$ cat src/logic/dot_defines.vh
// Purpose: Constants of the delay and one-shot timer
// Assumes: APB byte addresses, 32-bit data
// Notes: Included by the top module and the bench
`ifndef DOT_DEFINES_VH
`define DOT_DEFINES_VH
// ***************************************
// Register byte addresses
// ***************************************
`define DOT_A_UNIT 8'h00
`define DOT_A_PRESC 8'h04
`define DOT_A_MODE_M 8'h08
`define DOT_A_MODE_S 8'h0C
`define DOT_A_DATA_M 8'h10
`define DOT_A_DATA_S 8'h14
`define DOT_A_CNT_M 8'h18
`define DOT_A_CNT_S 8'h1C
`define DOT_A_TRIG 8'h20
`define DOT_A_STAT 8'h24
`define DOT_A_OUT 8'h28
// ***************************************
// Mode register fields
// ***************************************
`define DOT_F_RETRIG 0
`define DOT_F_MODE_LO 1
`define DOT_F_MODE_HI 3
`define DOT_F_EDGE_LO 6
`define DOT_F_EDGE_HI 7
`define DOT_F_SRC_LO 8
`define DOT_F_SRC_HI 10
`define DOT_F_LEAD 11
`define DOT_F_CCS 12
`define DOT_F_PSEL_LO 14
`define DOT_F_PSEL_HI 15
// ***************************************
// Field encodings
// ***************************************
`define DOT_MODE_ONE 3'h4
`define DOT_EDGE_FALL 2'h0
`define DOT_EDGE_RISE 2'h1
`define DOT_EDGE_BOTH 2'h2
`define DOT_SRC_PIN 3'h1
`define DOT_PSEL_CK0 2'h0
`define DOT_PSEL_CK1 2'h2
// ***************************************
// Trigger, output and unit bits
// ***************************************
`define DOT_T_START_M 0
`define DOT_T_START_S 1
`define DOT_T_STOP_M 2
`define DOT_T_STOP_S 3
`define DOT_O_OE 0
`define DOT_O_POL 1
`define DOT_O_MODE 2
`define DOT_O_LVL 3
`define DOT_U_PWR 0
// ***************************************
// Reset values
// ***************************************
`define DOT_RST_MODE 16'h0000
`define DOT_RST_DATA 16'h0000
`define DOT_RST_PRESC 16'h0000
`endif

$ cat src/logic/dot_chan.v
// Purpose: One-count down counter channel
// Assumes: tick is a one-cycle count clock enable
// Notes: Trigger waits as pending until next tick
`timescale 1ns/1ps
`default_nettype none
module dot_chan #(
  parameter W = 16
) (
  // Clock and reset
  input wire clk,
  input wire srst,
  // Control
  input wire tick,
  input wire go_sw,
  input wire stop,
  input wire trig,
  input wire retrig,
  input wire mode_ok,
  input wire [W-1:0] data,
  // State and events
  output reg en_ff,
  output reg run_ff,
  output reg [W-1:0] cnt_ff,
  output reg load_ff,
  output reg zero_ff,
  output reg done_ff
);
  reg pend_ff;
  wire evt;
  wire take;
  // Software start while enabled is also a trigger
  assign evt = en_ff & (trig | go_sw) & (~run_ff | retrig);
  assign take = tick & mode_ok & (pend_ff | evt);
  always @(posedge clk) begin
    if (srst) begin
      en_ff <= 1'b0;
      run_ff <= 1'b0;
      pend_ff <= 1'b0;
      cnt_ff <= {W{1'b0}};
      load_ff <= 1'b0;
      zero_ff <= 1'b0;
      done_ff <= 1'b0;
    end else begin
      load_ff <= 1'b0;
      zero_ff <= 1'b0;
      done_ff <= 1'b0;
      if (stop) begin
        en_ff <= 1'b0;
        run_ff <= 1'b0;
        pend_ff <= 1'b0;
      end else begin
        if (go_sw)
          en_ff <= 1'b1;
        if (take) begin
          cnt_ff <= data;
          run_ff <= 1'b1;
          load_ff <= 1'b1;
          zero_ff <= (data == {W{1'b0}});
          pend_ff <= 1'b0;
        end else begin
          if (evt)
            pend_ff <= 1'b1;
          if (tick & mode_ok & run_ff) begin
            if (cnt_ff == {W{1'b0}}) begin
              done_ff <= 1'b1;
              run_ff <= 1'b0;
            end else begin
              cnt_ff <= cnt_ff - {{(W-1){1'b0}}, 1'b1};
              zero_ff <= (cnt_ff == {{(W-1){1'b0}}, 1'b1});
            end
          end
        end
      end
    end
  end
endmodule // dot_chan
`default_nettype wire

$ cat src/logic/dot_sync.v
// Purpose: Pin synchroniser with edge outputs
// Assumes: Pin is asynchronous to clk
// Notes: Edges come from the settled flops only
`timescale 1ns/1ps
`default_nettype none
module dot_sync (
  // Clock and reset
  input wire clk,
  input wire srst,
  // Pin and edges
  input wire pin,
  output reg rise_ff,
  output reg fall_ff
);
  reg s1_ff;
  reg s2_ff;
  reg s3_ff;
  always @(posedge clk) begin
    if (srst) begin
      s1_ff <= 1'b0;
      s2_ff <= 1'b0;
      s3_ff <= 1'b0;
      rise_ff <= 1'b0;
      fall_ff <= 1'b0;
    end else begin
      s1_ff <= pin;
      s2_ff <= s1_ff;
      s3_ff <= s2_ff;
      rise_ff <= s2_ff & ~s3_ff;
      fall_ff <= ~s2_ff & s3_ff;
    end
  end
endmodule // dot_sync
`default_nettype wire

$ cat src/logic/dot_top.v
// Purpose: Delay counter and one-shot pulse pair
// Assumes: APB slave, one wait state per access
// Notes: Clearing unit power resets all but the bus, unit power, pin output and interrupt flops
// Notes on behaviour
// Start bit enables channel, awaits trigger
// Start and stop bits self-clear
// Valid edge loads data into count
// Count down, interrupt at zero, halt
// Data writable, count readable anytime
// Stop bit clears enable, keeps count
// Power off resets all, refuses writes
// Delay is master data plus two
// Pulse width is slave data
// Master one-count, reload per trigger
// Slave triggered by master interrupt
// Output active after master interrupt
// Software start also triggers master
// Software rewrites data after interrupts
// Mode 100B; triggers ignored while counting
// Edge select fall, rise, both
// Source 001B selects pin edge
// Pair leader bit, zero on channel 0
// Prescaler select picks clock 0 or 1
// Polarity bit sets output sense
// Output mode bit selects slave output
// Output enable lets counting drive output
// All counting gated by count clock
`timescale 1ns/1ps
`default_nettype none
`include "dot_defines.vh"
module dot_top #(
  parameter W = 16,
  parameter CHAN_NUM = 2
) (
  // Clock and reset
  input wire clk,
  input wire srst,
  // APB slave
  input wire psel,
  input wire penable,
  input wire pwrite,
  input wire [7:0] paddr,
  input wire [31:0] pwdata,
  output reg [31:0] prdata_ff,
  output reg pready_ff,
  output reg pslverr_ff,
  // Timer pins
  input wire timer_input_pin,
  output reg pulse_output_ff,
  // Interrupt events
  output reg channel_done_interrupt_ff,
  output reg slave_done_interrupt_ff
);
  // ***************************************
  // Register state
  // ***************************************
  reg unit_power_enable_ff;
  reg [15:0] prescaler_config_ff;
  reg [15:0] mode_m_ff;
  reg [15:0] mode_s_ff;
  reg [W-1:0] data_m_ff;
  reg [W-1:0] data_s_ff;
  reg output_enable_bit_ff;
  reg output_polarity_bit_ff;
  reg output_mode_bit_ff;
  reg out_level_ff;
  reg [7:0] div0_ff;
  reg [7:0] div1_ff;
  reg ck0_ff;
  reg ck1_ff;
  reg go_m_ff;
  reg go_s_ff;
  reg stop_m_ff;
  reg stop_s_ff;
  // ***************************************
  // Bus decode
  // ***************************************
  wire rst_i;
  wire acc;
  wire wr;
  reg hit;
  reg [31:0] nxt_rdata;
  wire en_m;
  wire en_s;
  wire run_m;
  wire run_s;
  wire [W-1:0] cnt_m;
  wire [W-1:0] cnt_s;
  // Power off acts as a reset of every channel circuit
  assign rst_i = srst | ~unit_power_enable_ff;
  assign acc = psel & penable & ~pready_ff;
  assign wr = psel & penable & pready_ff & pwrite & ~pslverr_ff;
  always @* begin
    hit = 1'b1;
    nxt_rdata = 32'h00000000;
    if (paddr == `DOT_A_UNIT) begin
      nxt_rdata[`DOT_U_PWR] = unit_power_enable_ff;
    end else if (paddr == `DOT_A_PRESC) begin
      nxt_rdata[15:0] = prescaler_config_ff;
    end else if (paddr == `DOT_A_MODE_M) begin
      nxt_rdata[15:0] = mode_m_ff;
    end else if (paddr == `DOT_A_MODE_S) begin
      nxt_rdata[15:0] = mode_s_ff;
    end else if (paddr == `DOT_A_DATA_M) begin
      nxt_rdata[W-1:0] = data_m_ff;
    end else if (paddr == `DOT_A_DATA_S) begin
      nxt_rdata[W-1:0] = data_s_ff;
    end else if (paddr == `DOT_A_CNT_M) begin
      nxt_rdata[W-1:0] = cnt_m;
    end else if (paddr == `DOT_A_CNT_S) begin
      nxt_rdata[W-1:0] = cnt_s;
    end else if (paddr == `DOT_A_TRIG) begin
      nxt_rdata = 32'h00000000;
    end else if (paddr == `DOT_A_STAT) begin
      nxt_rdata[0] = en_m;
      nxt_rdata[1] = en_s;
      nxt_rdata[2] = run_m;
      nxt_rdata[3] = run_s;
    end else if (paddr == `DOT_A_OUT) begin
      nxt_rdata[`DOT_O_OE] = output_enable_bit_ff;
      nxt_rdata[`DOT_O_POL] = output_polarity_bit_ff;
      nxt_rdata[`DOT_O_MODE] = output_mode_bit_ff;
      nxt_rdata[`DOT_O_LVL] = out_level_ff;
    end else begin
      hit = 1'b0;
    end
  end
  // One wait state keeps every bus output on a flop
  always @(posedge clk) begin
    if (srst) begin
      pready_ff <= 1'b0;
      pslverr_ff <= 1'b0;
      prdata_ff <= 32'h00000000;
    end else begin
      pready_ff <= acc;
      pslverr_ff <= acc & ~hit;
      if (acc)
        prdata_ff <= nxt_rdata;
    end
  end
  // ***************************************
  // Unit power bit
  // ***************************************
  always @(posedge clk) begin
    if (srst)
      unit_power_enable_ff <= 1'b0;
    else if (wr && paddr == `DOT_A_UNIT)
      unit_power_enable_ff <= pwdata[`DOT_U_PWR];
  end
  // ***************************************
  // Configuration registers
  // ***************************************
  wire lead_m;
  // Writes land only while powered
  always @(posedge clk) begin
    if (rst_i) begin
      prescaler_config_ff <= `DOT_RST_PRESC;
      mode_m_ff <= `DOT_RST_MODE;
      mode_s_ff <= `DOT_RST_MODE;
      data_m_ff <= `DOT_RST_DATA;
      data_s_ff <= `DOT_RST_DATA;
      output_enable_bit_ff <= 1'b0;
      output_polarity_bit_ff <= 1'b0;
      output_mode_bit_ff <= 1'b0;
    end else if (wr) begin
      if (paddr == `DOT_A_PRESC)
        prescaler_config_ff <= pwdata[15:0];
      if (paddr == `DOT_A_MODE_M)
        mode_m_ff <= pwdata[15:0];
      if (paddr == `DOT_A_MODE_S)
        mode_s_ff <= pwdata[15:0];
      if (paddr == `DOT_A_DATA_M)
        data_m_ff <= pwdata[W-1:0];
      if (paddr == `DOT_A_DATA_S)
        data_s_ff <= pwdata[W-1:0];
      if (paddr == `DOT_A_OUT) begin
        output_enable_bit_ff <= pwdata[`DOT_O_OE];
        output_polarity_bit_ff <= pwdata[`DOT_O_POL];
        output_mode_bit_ff <= pwdata[`DOT_O_MODE];
      end
    end
  end
  // Channel 0 cannot lead a pair
  assign lead_m = (CHAN_NUM != 0) & mode_m_ff[`DOT_F_LEAD];
  // ***************************************
  // Trigger bits
  // ***************************************
  // Pulses only, so the bits read back as zero
  always @(posedge clk) begin
    if (rst_i) begin
      go_m_ff <= 1'b0;
      go_s_ff <= 1'b0;
      stop_m_ff <= 1'b0;
      stop_s_ff <= 1'b0;
    end else begin
      go_m_ff <= wr && paddr == `DOT_A_TRIG && pwdata[`DOT_T_START_M];
      go_s_ff <= wr && paddr == `DOT_A_TRIG && pwdata[`DOT_T_START_S];
      stop_m_ff <= wr && paddr == `DOT_A_TRIG && pwdata[`DOT_T_STOP_M];
      stop_s_ff <= wr && paddr == `DOT_A_TRIG && pwdata[`DOT_T_STOP_S];
    end
  end
  // ***************************************
  // Prescaled clocks
  // ***************************************
  // Divide by field value plus one
  always @(posedge clk) begin
    if (rst_i) begin
      div0_ff <= 8'h00;
      div1_ff <= 8'h00;
      ck0_ff <= 1'b0;
      ck1_ff <= 1'b0;
    end else begin
      ck0_ff <= (div0_ff == prescaler_config_ff[7:0]);
      ck1_ff <= (div1_ff == prescaler_config_ff[15:8]);
      if (div0_ff == prescaler_config_ff[7:0])
        div0_ff <= 8'h00;
      else
        div0_ff <= div0_ff + 8'h01;
      if (div1_ff == prescaler_config_ff[15:8])
        div1_ff <= 8'h00;
      else
        div1_ff <= div1_ff + 8'h01;
    end
  end
  // ***************************************
  // Input edge and count clock select
  // ***************************************
  wire pin_rise;
  wire pin_fall;
  reg edge_m;
  reg tick_m;
  reg tick_s;
  dot_sync u_sync (
    .clk(clk),
    .srst(rst_i),
    .pin(timer_input_pin),
    .rise_ff(pin_rise),
    .fall_ff(pin_fall)
  );
  always @* begin
    edge_m = 1'b0;
    case (mode_m_ff[`DOT_F_EDGE_HI:`DOT_F_EDGE_LO])
      `DOT_EDGE_FALL: edge_m = pin_fall;
      `DOT_EDGE_RISE: edge_m = pin_rise;
      `DOT_EDGE_BOTH: edge_m = pin_rise | pin_fall;
      default: edge_m = 1'b0;
    endcase
  end
  // Other select codes give no count clock unless the CCS bit picks the pin edge
  always @* begin
    tick_m = 1'b0;
    tick_s = 1'b0;
    case (mode_m_ff[`DOT_F_PSEL_HI:`DOT_F_PSEL_LO])
      `DOT_PSEL_CK0: tick_m = ck0_ff;
      `DOT_PSEL_CK1: tick_m = ck1_ff;
      default: tick_m = 1'b0;
    endcase
    case (mode_s_ff[`DOT_F_PSEL_HI:`DOT_F_PSEL_LO])
      `DOT_PSEL_CK0: tick_s = ck0_ff;
      `DOT_PSEL_CK1: tick_s = ck1_ff;
      default: tick_s = 1'b0;
    endcase
    if (mode_m_ff[`DOT_F_CCS])
      tick_m = edge_m;
    if (mode_s_ff[`DOT_F_CCS])
      tick_s = edge_m;
  end
  // ***************************************
  // Master and slave channels
  // ***************************************
  wire trig_m;
  wire trig_s;
  wire ok_m;
  wire ok_s;
  wire load_s;
  wire zero_s;
  wire done_m;
  wire done_s;
  // Pin edge only when the source field picks it
  assign trig_m = (mode_m_ff[`DOT_F_SRC_HI:`DOT_F_SRC_LO] == `DOT_SRC_PIN) & edge_m;
  // Slave takes the master interrupt as its trigger
  assign trig_s = lead_m ? done_m : 1'b0;
  assign ok_m = (mode_m_ff[`DOT_F_MODE_HI:`DOT_F_MODE_LO] == `DOT_MODE_ONE);
  assign ok_s = (mode_s_ff[`DOT_F_MODE_HI:`DOT_F_MODE_LO] == `DOT_MODE_ONE);
  // Pending trigger plus load tick give data plus two
  dot_chan #(.W(W)) u_master (
    .clk(clk),
    .srst(rst_i),
    .tick(tick_m),
    .go_sw(go_m_ff),
    .stop(stop_m_ff),
    .trig(trig_m),
    .retrig(mode_m_ff[`DOT_F_RETRIG]),
    .mode_ok(ok_m),
    .data(data_m_ff),
    .en_ff(en_m),
    .run_ff(run_m),
    .cnt_ff(cnt_m),
    .load_ff(),
    .zero_ff(),
    .done_ff(done_m)
  );
  dot_chan #(.W(W)) u_slave (
    .clk(clk),
    .srst(rst_i),
    .tick(tick_s),
    .go_sw(go_s_ff),
    .stop(stop_s_ff),
    .trig(trig_s),
    .retrig(mode_s_ff[`DOT_F_RETRIG]),
    .mode_ok(ok_s),
    .data(data_s_ff),
    .en_ff(en_s),
    .run_ff(run_s),
    .cnt_ff(cnt_s),
    .load_ff(load_s),
    .zero_ff(zero_s),
    .done_ff(done_s)
  );
  // ***************************************
  // Pulse output
  // ***************************************
  wire drive;
  wire lvl_wr;
  assign drive = output_enable_bit_ff & output_mode_bit_ff;
  // Level bit is software's only while the output enable bit is clear
  assign lvl_wr = wr && paddr == `DOT_A_OUT && ~output_enable_bit_ff;
  always @(posedge clk) begin
    if (rst_i) begin
      out_level_ff <= 1'b0;
    end else if (drive) begin
      if (zero_s)
        out_level_ff <= output_polarity_bit_ff;
      else if (load_s)
        out_level_ff <= ~output_polarity_bit_ff;
    end else if (lvl_wr) begin
      out_level_ff <= pwdata[`DOT_O_LVL];
    end
  end
  // Stop keeps the last level rather than forcing idle
  always @(posedge clk) begin
    if (srst) begin
      pulse_output_ff <= 1'b0;
      channel_done_interrupt_ff <= 1'b0;
      slave_done_interrupt_ff <= 1'b0;
    end else begin
      pulse_output_ff <= out_level_ff;
      channel_done_interrupt_ff <= done_m;
      slave_done_interrupt_ff <= done_s;
    end
  end
endmodule // dot_top
`default_nettype wire

$ cat config.mk
export PLATFORM = sky130hd
export DESIGN_NAME = dot_top
export DESIGN_NICKNAME = d
export VERILOG_FILES = /design/src/logic/dot_chan.v /design/src/logic/dot_sync.v /design/src/logic/dot_top.v
export VERILOG_INCLUDE_DIRS = /design/src /design/src/logic
export SDC_FILE = /design/constraint.sdc
export NUM_CORES = 1
export LEC_CHECK = 0
export BUFFER_PORTS_ARGS = -buffer_cell sky130_fd_sc_hd__buf_2
export CORE_MARGIN = 2
export CORE_UTILIZATION = 41
export DETAILED_ROUTE_END_ITERATION = 8
export GPL_ROUTABILITY_DRIVEN = 0
export PLACE_DENSITY_LB_ADDON = 0.1
export SLEW_MARGIN = 20
export SYNTH_ARGS = -nofsm -noshare
export SYNTH_HDL_FRONTEND = slang
export SYNTH_SLANG_ARGS = --single-unit
$ cat constraint.sdc
create_clock -name clk -period 2.4 [get_ports clk]
set_input_delay 0.12 -clock clk [delete_from_list [all_inputs] [get_ports clk]]
set_output_delay 0.12 -clock clk [all_outputs]
set_load 0.01 [all_outputs]
## Yosys cells after proc, flatten, opt, wreduce, memory -nomap -nowiden

Index checks and enable logic that the tools add are counted.

- Flip-flop bits (word level): 191
- Latch bits: 0
- Bits in writable memories: 0
- Memory bits (read-only): 0
- Input bits: 46
- Logic and storage cells: 200
- Memories: 0

- $add $sub $neg: 4
- Multiply operators: 0
- Div/mod/pow operators: 0
- $lt $le $gt $ge: 0
- Equal/unequal tests: 23
- Shift-type cells: 0
- Muxes and demuxes: 51
- Bitwise gates (word level): 42
- Reductions and logical operators: 39

Operators with widths:

| kind | count |
|---|---|
| 16-bit two-way mux | 13 |
| 16-bit logical NOT | 3 |
| 8-bit by 5-bit == test with 1-bit output, second input constant | 4 |
| 16-bit by 1-bit subtractor with 16-bit output, second input constant | 2 |
| 1-bit two-way mux | 31 |
| 8-bit by 6-bit == test with 1-bit output, second input constant | 3 |
| 1-bit AND | 20 |
| 2-bit AND reduction | 9 |
| 8-bit by 1-bit adder with 8-bit output, second input constant | 2 |
| 16-bit by 1-bit == test with 1-bit output, second input constant | 1 |
| 8-bit by 4-bit == test with 1-bit output, second input constant | 2 |
| 8-bit == test | 2 |
| 15-bit two-way mux | 1 |
| 1-bit inverter | 14 |
| 4-bit two-way mux | 3 |
| 2-bit nonzero test | 5 |
| 8-bit by 3-bit == test with 1-bit output, second input constant | 1 |
| 1-bit logical AND | 8 |
| 8-bit logical NOT | 1 |
| 1-bit OR | 8 |
| 2-bit OR reduction | 4 |
| 4-bit OR reduction | 2 |
| 2-bit == test, second input constant | 3 |
| 3-bit == test, second input constant | 2 |
| other kinds (9) | 15 |

## Longest topological paths before layout

- Word-level depth: 14
- Gate-level depth with buffers: 10

## Hierarchy

Synthesis repeated with hierarchy kept, for this count alone.

- Cells, all modules: 1153
- Area, all modules: 9167.5 um^2

Modules (own cells, without submodules):

| module | instances | cells an instance | area an instance (um^2) | seq. area each (um^2) |
|---|---|---|---|---|
| dot_top | 1 | 763 | 6085.8 | 2562.5 |
| dot_chan | 2 | 190 | 1473.9 | 440.4 |
| dot_sync | 1 | 10 | 133.9 | 100.1 |

## Worst setup path after synthesis

OpenSTA, ideal clock, no wires.

- Kind: reg-to-reg
- Start: register u_master.cnt_ff[0]
- End: register u_master.cnt_ff[2]
- Library setup time: 0.117 ns
- Data arrival time: 2.102 ns
- Path slack: 0.180 ns
- Stages on the path, launching flop included: 10
- Path buffers: 1
- Period minus slack after synthesis: 2.220 ns
- Path through: dfxtp_1 -> inv_1 -> ha_1 -> nor3b_1 -> nand4bb_1 -> o41ai_2 -> a211oi_2 -> and2_4 -> buf_6 -> a32o_1

- Longest elaborated chain between the ends: 4
- Elaborated cells between the ends (all ways): 7
- Those cells by class: add/sub (1); eq/ne (1); mux (3); reduce/logical (2)

Ends and longest elaborated chain:

| what | RTL line | RTL |
|---|---|---|
| start, declared | dot_chan.v:23 | `output reg [W-1:0] cnt_ff,` |
| start signal, assigned | dot_chan.v:39 | `cnt_ff <= {W{1'b0}};` |
| start signal, assigned | dot_chan.v:55 | `cnt_ff <= data;` |
| start signal, assigned | dot_chan.v:68 | `cnt_ff <= cnt_ff - {{(W-1){1'b0}}, 1'b1};` |
| 16-bit by 1-bit subtractor with 16-bit output | dot_chan.v:68 |  |
| 16-bit two-way mux | dot_chan.v:64 | `if (cnt_ff == {W{1'b0}}) begin` |
| 16-bit two-way mux | dot_chan.v:63 | `if (tick & mode_ok & run_ff) begin` |
| 16-bit two-way mux | dot_chan.v:54 | `if (take) begin` |

Several ways; a longest one is shown, not always the timed one. The select of a mux whose other input is x is not followed.
A chain may end at the register's enable or synchronous reset.

## Worst setup path after layout

- Start: register u_master.en_ff
- End: register u_master.cnt_ff[14]

- Longest elaborated chain between the ends: 6
- Elaborated cells between the ends (all ways): 8
- Those cells by class: eq/ne (1); mux (1); bitwise (4); reduce/logical (2)

Ends and longest elaborated chain:

| what | RTL line | RTL |
|---|---|---|
| start, declared | dot_chan.v:21 | `output reg en_ff,` |
| start signal, assigned | dot_chan.v:36 | `en_ff <= 1'b0;` |
| start signal, assigned | dot_chan.v:48 | `en_ff <= 1'b0;` |
| start signal, assigned | dot_chan.v:53 | `en_ff <= 1'b1;` |
| 1-bit AND (*) (2 in series) | dot_chan.v:32 | `assign evt = en_ff & (trig \| go_sw) & (~run_ff \| retrig);` |
| 1-bit OR (*) | dot_chan.v:33 | `assign take = tick & mode_ok & (pend_ff \| evt);` |
| 1-bit AND (*) | dot_chan.v:33 |  |
| 2-bit by 1-bit inequality test with 1-bit output (no line) or 2-bit nonzero test (tied branches) | - |  |
| 3-bit AND reduction (no line) | - |  |

Mark *: on every way between the ends. The rest lies on a longest branch, timed or not.

==> report_table.html <==
<table>
<tr><th>Metric</th><th>Value</th></tr>
<tr><th colspan="2">Run status</th></tr>
<tr><td>Status</td><td>finished, final reports clean</td></tr>
<tr><th colspan="2">Power and ir drop</th></tr>
<tr><td>Pwr per Cell Area</td><td>572 nW/um2</td></tr>
<tr><td>Max IR drop VDD</td><td>0.431 mV</td></tr>
<tr><td>Internal power</td><td>4420 uW</td></tr>
<tr><td>Relative contribution of the clock network to total power</td><td>48.1%</td></tr>
<tr><td>Proportion of power drawn by combinational gates</td><td>3.9%</td></tr>
<tr><td>Fraction of power spent switching nets</td><td>27.0%</td></tr>
<tr><td>Switching power</td><td>1630 uW</td></tr>
<tr><td>Share of power burned in registers</td><td>48.0%</td></tr>
<tr><td>Leakage power summed over all cells</td><td>0.00390 uW</td></tr>
<tr><th colspan="2">Placement</th></tr>
<tr><td>Placement-stage cell area</td><td>9840 um2</td></tr>
<tr><td>Detailed Place HPWL</td><td>22600 um</td></tr>
<tr><td>Port bufs</td><td>50</td></tr>
<tr><th colspan="2">Synthesis</th></tr>
<tr><td>Avg Inst Size Synth</td><td>8.07 um2</td></tr>
<tr><td>Proportion of synthesized chip area in sequential cells</td><td>39.8%</td></tr>
<tr><td>Number of cells produced by synthesis</td><td>1091</td></tr>
<tr><td>Distinct cell type count of the synthesized netlist</td><td>79</td></tr>
<tr><td>Asr flop ratio synth</td><td>0%</td></tr>
<tr><td>Combined area of all synthesized cells</td><td>8800 um2</td></tr>
<tr><td>Number of synthesized register bits</td><td>175</td></tr>
<tr><td>Commonest cells in the synthesized netlist</td><td>sky130_fd_sc_hd__nand2_1 (182), sky130_fd_sc_hd__dfxtp_1 (175), sky130_fd_sc_hd__a21oi_1 (109), sky130_fd_sc_hd__nor2_1 (84), sky130_fd_sc_hd__o21ai_0 (56)</td></tr>
<tr><td>Cell accounting for the most synthesized area</td><td>sky130_fd_sc_hd__dfxtp_1</td></tr>
<tr><td>Predominant post-synthesis flop cell</td><td>sky130_fd_sc_hd__dfxtp_1</td></tr>
<tr><td>Biggest area contributors in the synthesized netlist</td><td>sky130_fd_sc_hd__dfxtp_1 (40%), sky130_fd_sc_hd__nand2_1 (7.8%), sky130_fd_sc_hd__a21oi_1 (6.2%)</td></tr>
<tr><td>Share of the synthesized area in the top cell type</td><td>39.8%</td></tr>
<tr><td>Number of synthesized flops with an enable pin</td><td>0</td></tr>
<tr><td>Most repeated cell in the gate-level netlist after synthesis</td><td>sky130_fd_sc_hd__nand2_1</td></tr>
<tr><td>Count of synthesis-stage warnings from yosys</td><td>0</td></tr>
<tr><th colspan="2">Route</th></tr>
<tr><td>Starting DRT DRC Count</td><td>809</td></tr>
<tr><td>Drt total wl</td><td>30600 um</td></tr>
<tr><td>Antenna viol nets, final</td><td>0</td></tr>
<tr><td>DRC Markers</td><td>0</td></tr>
<tr><td>1st-pass router iterations</td><td>6</td></tr>
<tr><td>Routed vias</td><td>8710</td></tr>
<tr><td>Vias/cell</td><td>5.86</td></tr>
<tr><td>Avg WL per Cell</td><td>20.6 um</td></tr>
<tr><th colspan="2">Worst setup path</th></tr>
<tr><td>Arrival time reported for the critical path endpoint</td><td>2.59 ns</td></tr>
<tr><td>Worst path depth</td><td>7</td></tr>
<tr><td>Number of cells traversed by the worst register-to-register path</td><td>7</td></tr>
<tr><td>Largest stage delay on the critical path</td><td>0.42 ns</td></tr>
<tr><td>Critical path buffer and inverter count</td><td>2</td></tr>
<tr><td>Cell type group with the largest total delay on the critical path</td><td>simple AND/OR/NAND/NOR gates</td></tr>
<tr><td>Ordered cell list for the critical path</td><td>nor4bb_2, a31oi_2, buf_4, nor2_1, buf_4, o21ai_0, a32o_1</td></tr>
<tr><td>Slowest stage cell, crit path</td><td>sky130_fd_sc_hd__nor4bb_2</td></tr>
<tr><td>Worst setup SP type</td><td>flip-flop</td></tr>
<tr><td>Critical path class</td><td>flip-flop to flip-flop</td></tr>
<tr><td>Maximum fanout count along the critical path</td><td>8</td></tr>
<tr><td>Dominant cell type by count on the critical path</td><td>sky130_fd_sc_hd__buf_4</td></tr>
<tr><td>Critical Path End Type</td><td>flip-flop</td></tr>
<tr><td>Critical path data required time</td><td>2.73 ns</td></tr>
<tr><th colspan="2">Timing</th></tr>
<tr><td>Final critical path time including I/O delays and setup</td><td>2.26 ns</td></tr>
<tr><td>Slew Limit Headroom</td><td>28.5%</td></tr>
<tr><td>Period Utilization, post-route</td><td>94.2%</td></tr>
<tr><td>Number of failing setup endpoints in the final timing report</td><td>0</td></tr>
<tr><td>Post-Route Skew</td><td>0.0103 ns</td></tr>
<tr><td>Worst-case hold slack</td><td>0.0144 ns</td></tr>
<tr><td>Final-layout setup total negative slack</td><td>0 ns</td></tr>
<tr><td>Slew @ Worst Pin</td><td>1.07 ns</td></tr>
<tr><td>Unrepaired setup endpoints after global routing</td><td>no</td></tr>
<tr><td>FMAX</td><td>442 MHz</td></tr>
<tr><td>Number of max-slew violations in the final report</td><td>0</td></tr>
<tr><td>Hold Violations, Final</td><td>0</td></tr>
<tr><th colspan="2">Global route</th></tr>
<tr><td>GRT Overall Usage</td><td>27.3%</td></tr>
<tr><td>Number of global-route vias before repair</td><td>8030</td></tr>
<tr><td>Initial antenna violation count</td><td>0</td></tr>
<tr><td>Grt total ovfl</td><td>0</td></tr>
<tr><td>Global-route wire length before repair</td><td>47000 um</td></tr>
<tr><td>Maximum number of pins on one net before global-route repair</td><td>80</td></tr>
<tr><th colspan="2">Cells and area</th></tr>
<tr><td>Number of antenna repair diodes</td><td>0</td></tr>
<tr><td>Layout filler cell count</td><td>2080</td></tr>
<tr><td>Layout cells sized above 1</td><td>18.8%</td></tr>
<tr><td>Number of nets in the final layout</td><td>1250</td></tr>
<tr><td>Area Growth Syn to Fin</td><td>20.3%</td></tr>
<tr><td>Post-route cell area</td><td>10600 um2</td></tr>
<tr><th colspan="2">Worst hold path</th></tr>
<tr><td>Hold WC Path Type</td><td>input pin to flip-flop</td></tr>
<tr><td>Hold Path Cell Cnt</td><td>3</td></tr>
<tr><th colspan="2">Floorplan</th></tr>
<tr><td>Width of the die</td><td>151 um</td></tr>
<tr><td>Standard cell core area</td><td>21000 um2</td></tr>
<tr><td>Full die area</td><td>22700 um2</td></tr>
<tr><td>Number of primary I/O pins</td><td>83</td></tr>
<tr><td>Die height</td><td>151 um</td></tr>
<tr><td>Standard-cell rows</td><td>53</td></tr>
<tr><td>Effective utilization at floorplan</td><td>41.9%</td></tr>
<tr><th colspan="2">Flow run</th></tr>
<tr><td>Maximum Capacitance Violations</td><td>0</td></tr>
<tr><th colspan="2">Clock tree</th></tr>
<tr><td>Clock tree buffer depth</td><td>2</td></tr>
<tr><td>Clock latency reported for the late side of the worst-skew pair</td><td>0.44 ns</td></tr>
<tr><td>TritonCTS buffer count</td><td>17</td></tr>
<tr><td>Number of H-tree levels</td><td>4</td></tr>
<tr><td>Clock-pin slew on the worst setup and hold paths</td><td>0.07 ns</td></tr>
<tr><td>TritonCTS clock tree</td><td>built</td></tr>
<tr><td>Cell at the root of the clock tree</td><td>sky130_fd_sc_hd__clkbuf_16</td></tr>
<tr><td>Clock sink count</td><td>175</td></tr>
</table>
[layout make-up]
class | instances | area [um2] | area share, %
multi-input cells | 828 | 4910 | 46.4
flip-flops and latches | 175 | 3500 | 33.1
repair buffers | 157 | 1130 | 10.7
clock buffers | 17 | 425 | 4.02
well taps | 275 | 344 | 3.25
clock inverters | 15 | 201 | 1.90
inverters | 20 | 75.1 | 0.709
[kinds of logic after synthesis]
logic type | after synthesis | synth area share, %
other | 1 | 0.0426
muxes | 44 | 5.19
DFF | 175 | 39.8
and+or+nand+nor | 417 | 22.5
xor gates and xnor gates | 29 | 2.89
AOI/OAI and AO/OA | 317 | 23.4
buffers and inverters | 103 | 5.47
adders and majority gates | 5 | 0.711
[routing by layer]
metal / up-vias / wire [um] / share of wire, % / track usage, %
li1: 4121 / - / - / -
met1: 4158 / 13900 / 46 / 39.0
met2: 379 / 13500 / 44 / 42.2
met3: 52 / 2410 / 7.9 / 4.82
met4: 0 / 744 / 2.4 / 7.55
met5: - / 0 / 0 / 0
[tightest hold or removal path, delay by kind of cell]
kind | cells | cell delay (ns)
compound gates | 2 | 0.15
buf+inv | 1 | 0.13
[sequential cells by signal (all words and copies together) (netlist names), 16 cells and up]
register / cells
data_m_ff: 16
data_s_ff: 16
mode_m_ff: 16
mode_s_ff: 16
prdata_ff: 16
prescaler_config_ff: 16
u_master.cnt_ff: 16
u_slave.cnt_ff: 16
[through the flow]
step	util (%)	cells	power, uW	setup WS, ns
after floorplan	-	1106	3090	0.180
after global placement	46.8	1445	3200	0.0595
after detailed placement	46.8	1445	3200	0.0465
after CTS	50.3	1487	6090	0.0592
after global routing	50.4	1487	6220	0.0306
final	50.4	1487	6060	0.139
[timing repair]
item	4_1_cts	5_1_grt
hold buffers	10	0
resized for setup	1	3
buffers inserted	0	0
pin swaps	0	1
endpoints found under the hold margin	33	0
setup endpoints to repair	2	22
[power by group through the flow]
stage / Sequential (uW) / Clock (uW) / Combinational, uW
CTS: 2910 / 2950 / 234
global placement: 2980 / 0 / 220
detailed placement: 2980 / 0 / 220
global route: 2910 / 3060 / 253
floorplan: 2980 / 0 / 116
finish: 2910 / 2910 / 238
[worst paths after layout]
check,from,to,slack (ns)
hold / removal,paddr[5],pslverr_ff,0.01
hold reg to reg,u_sync.s1_ff,u_sync.s2_ff,0.43
setup / recovery,u_master.en_ff,u_master.cnt_ff[14],0.14
setup reg to reg,u_master.en_ff,u_master.cnt_ff[14],0.14
[cells in the final DEF, fill, tap and decap left out, types with 26 or more instances in the layout]
master,synthesis,routed
sky130_fd_sc_hd__a21oi_1,109,109
sky130_fd_sc_hd__buf_2,10,50
sky130_fd_sc_hd__buf_4,20,93
sky130_fd_sc_hd__dfxtp_1,175,175
sky130_fd_sc_hd__mux2i_1,31,31
sky130_fd_sc_hd__nand2_1,182,181
sky130_fd_sc_hd__nand3_1,26,26
sky130_fd_sc_hd__nor2_1,84,84
sky130_fd_sc_hd__nor3_1,30,30
sky130_fd_sc_hd__o21ai_0,56,56
Power figures use the tool's default switching activity.
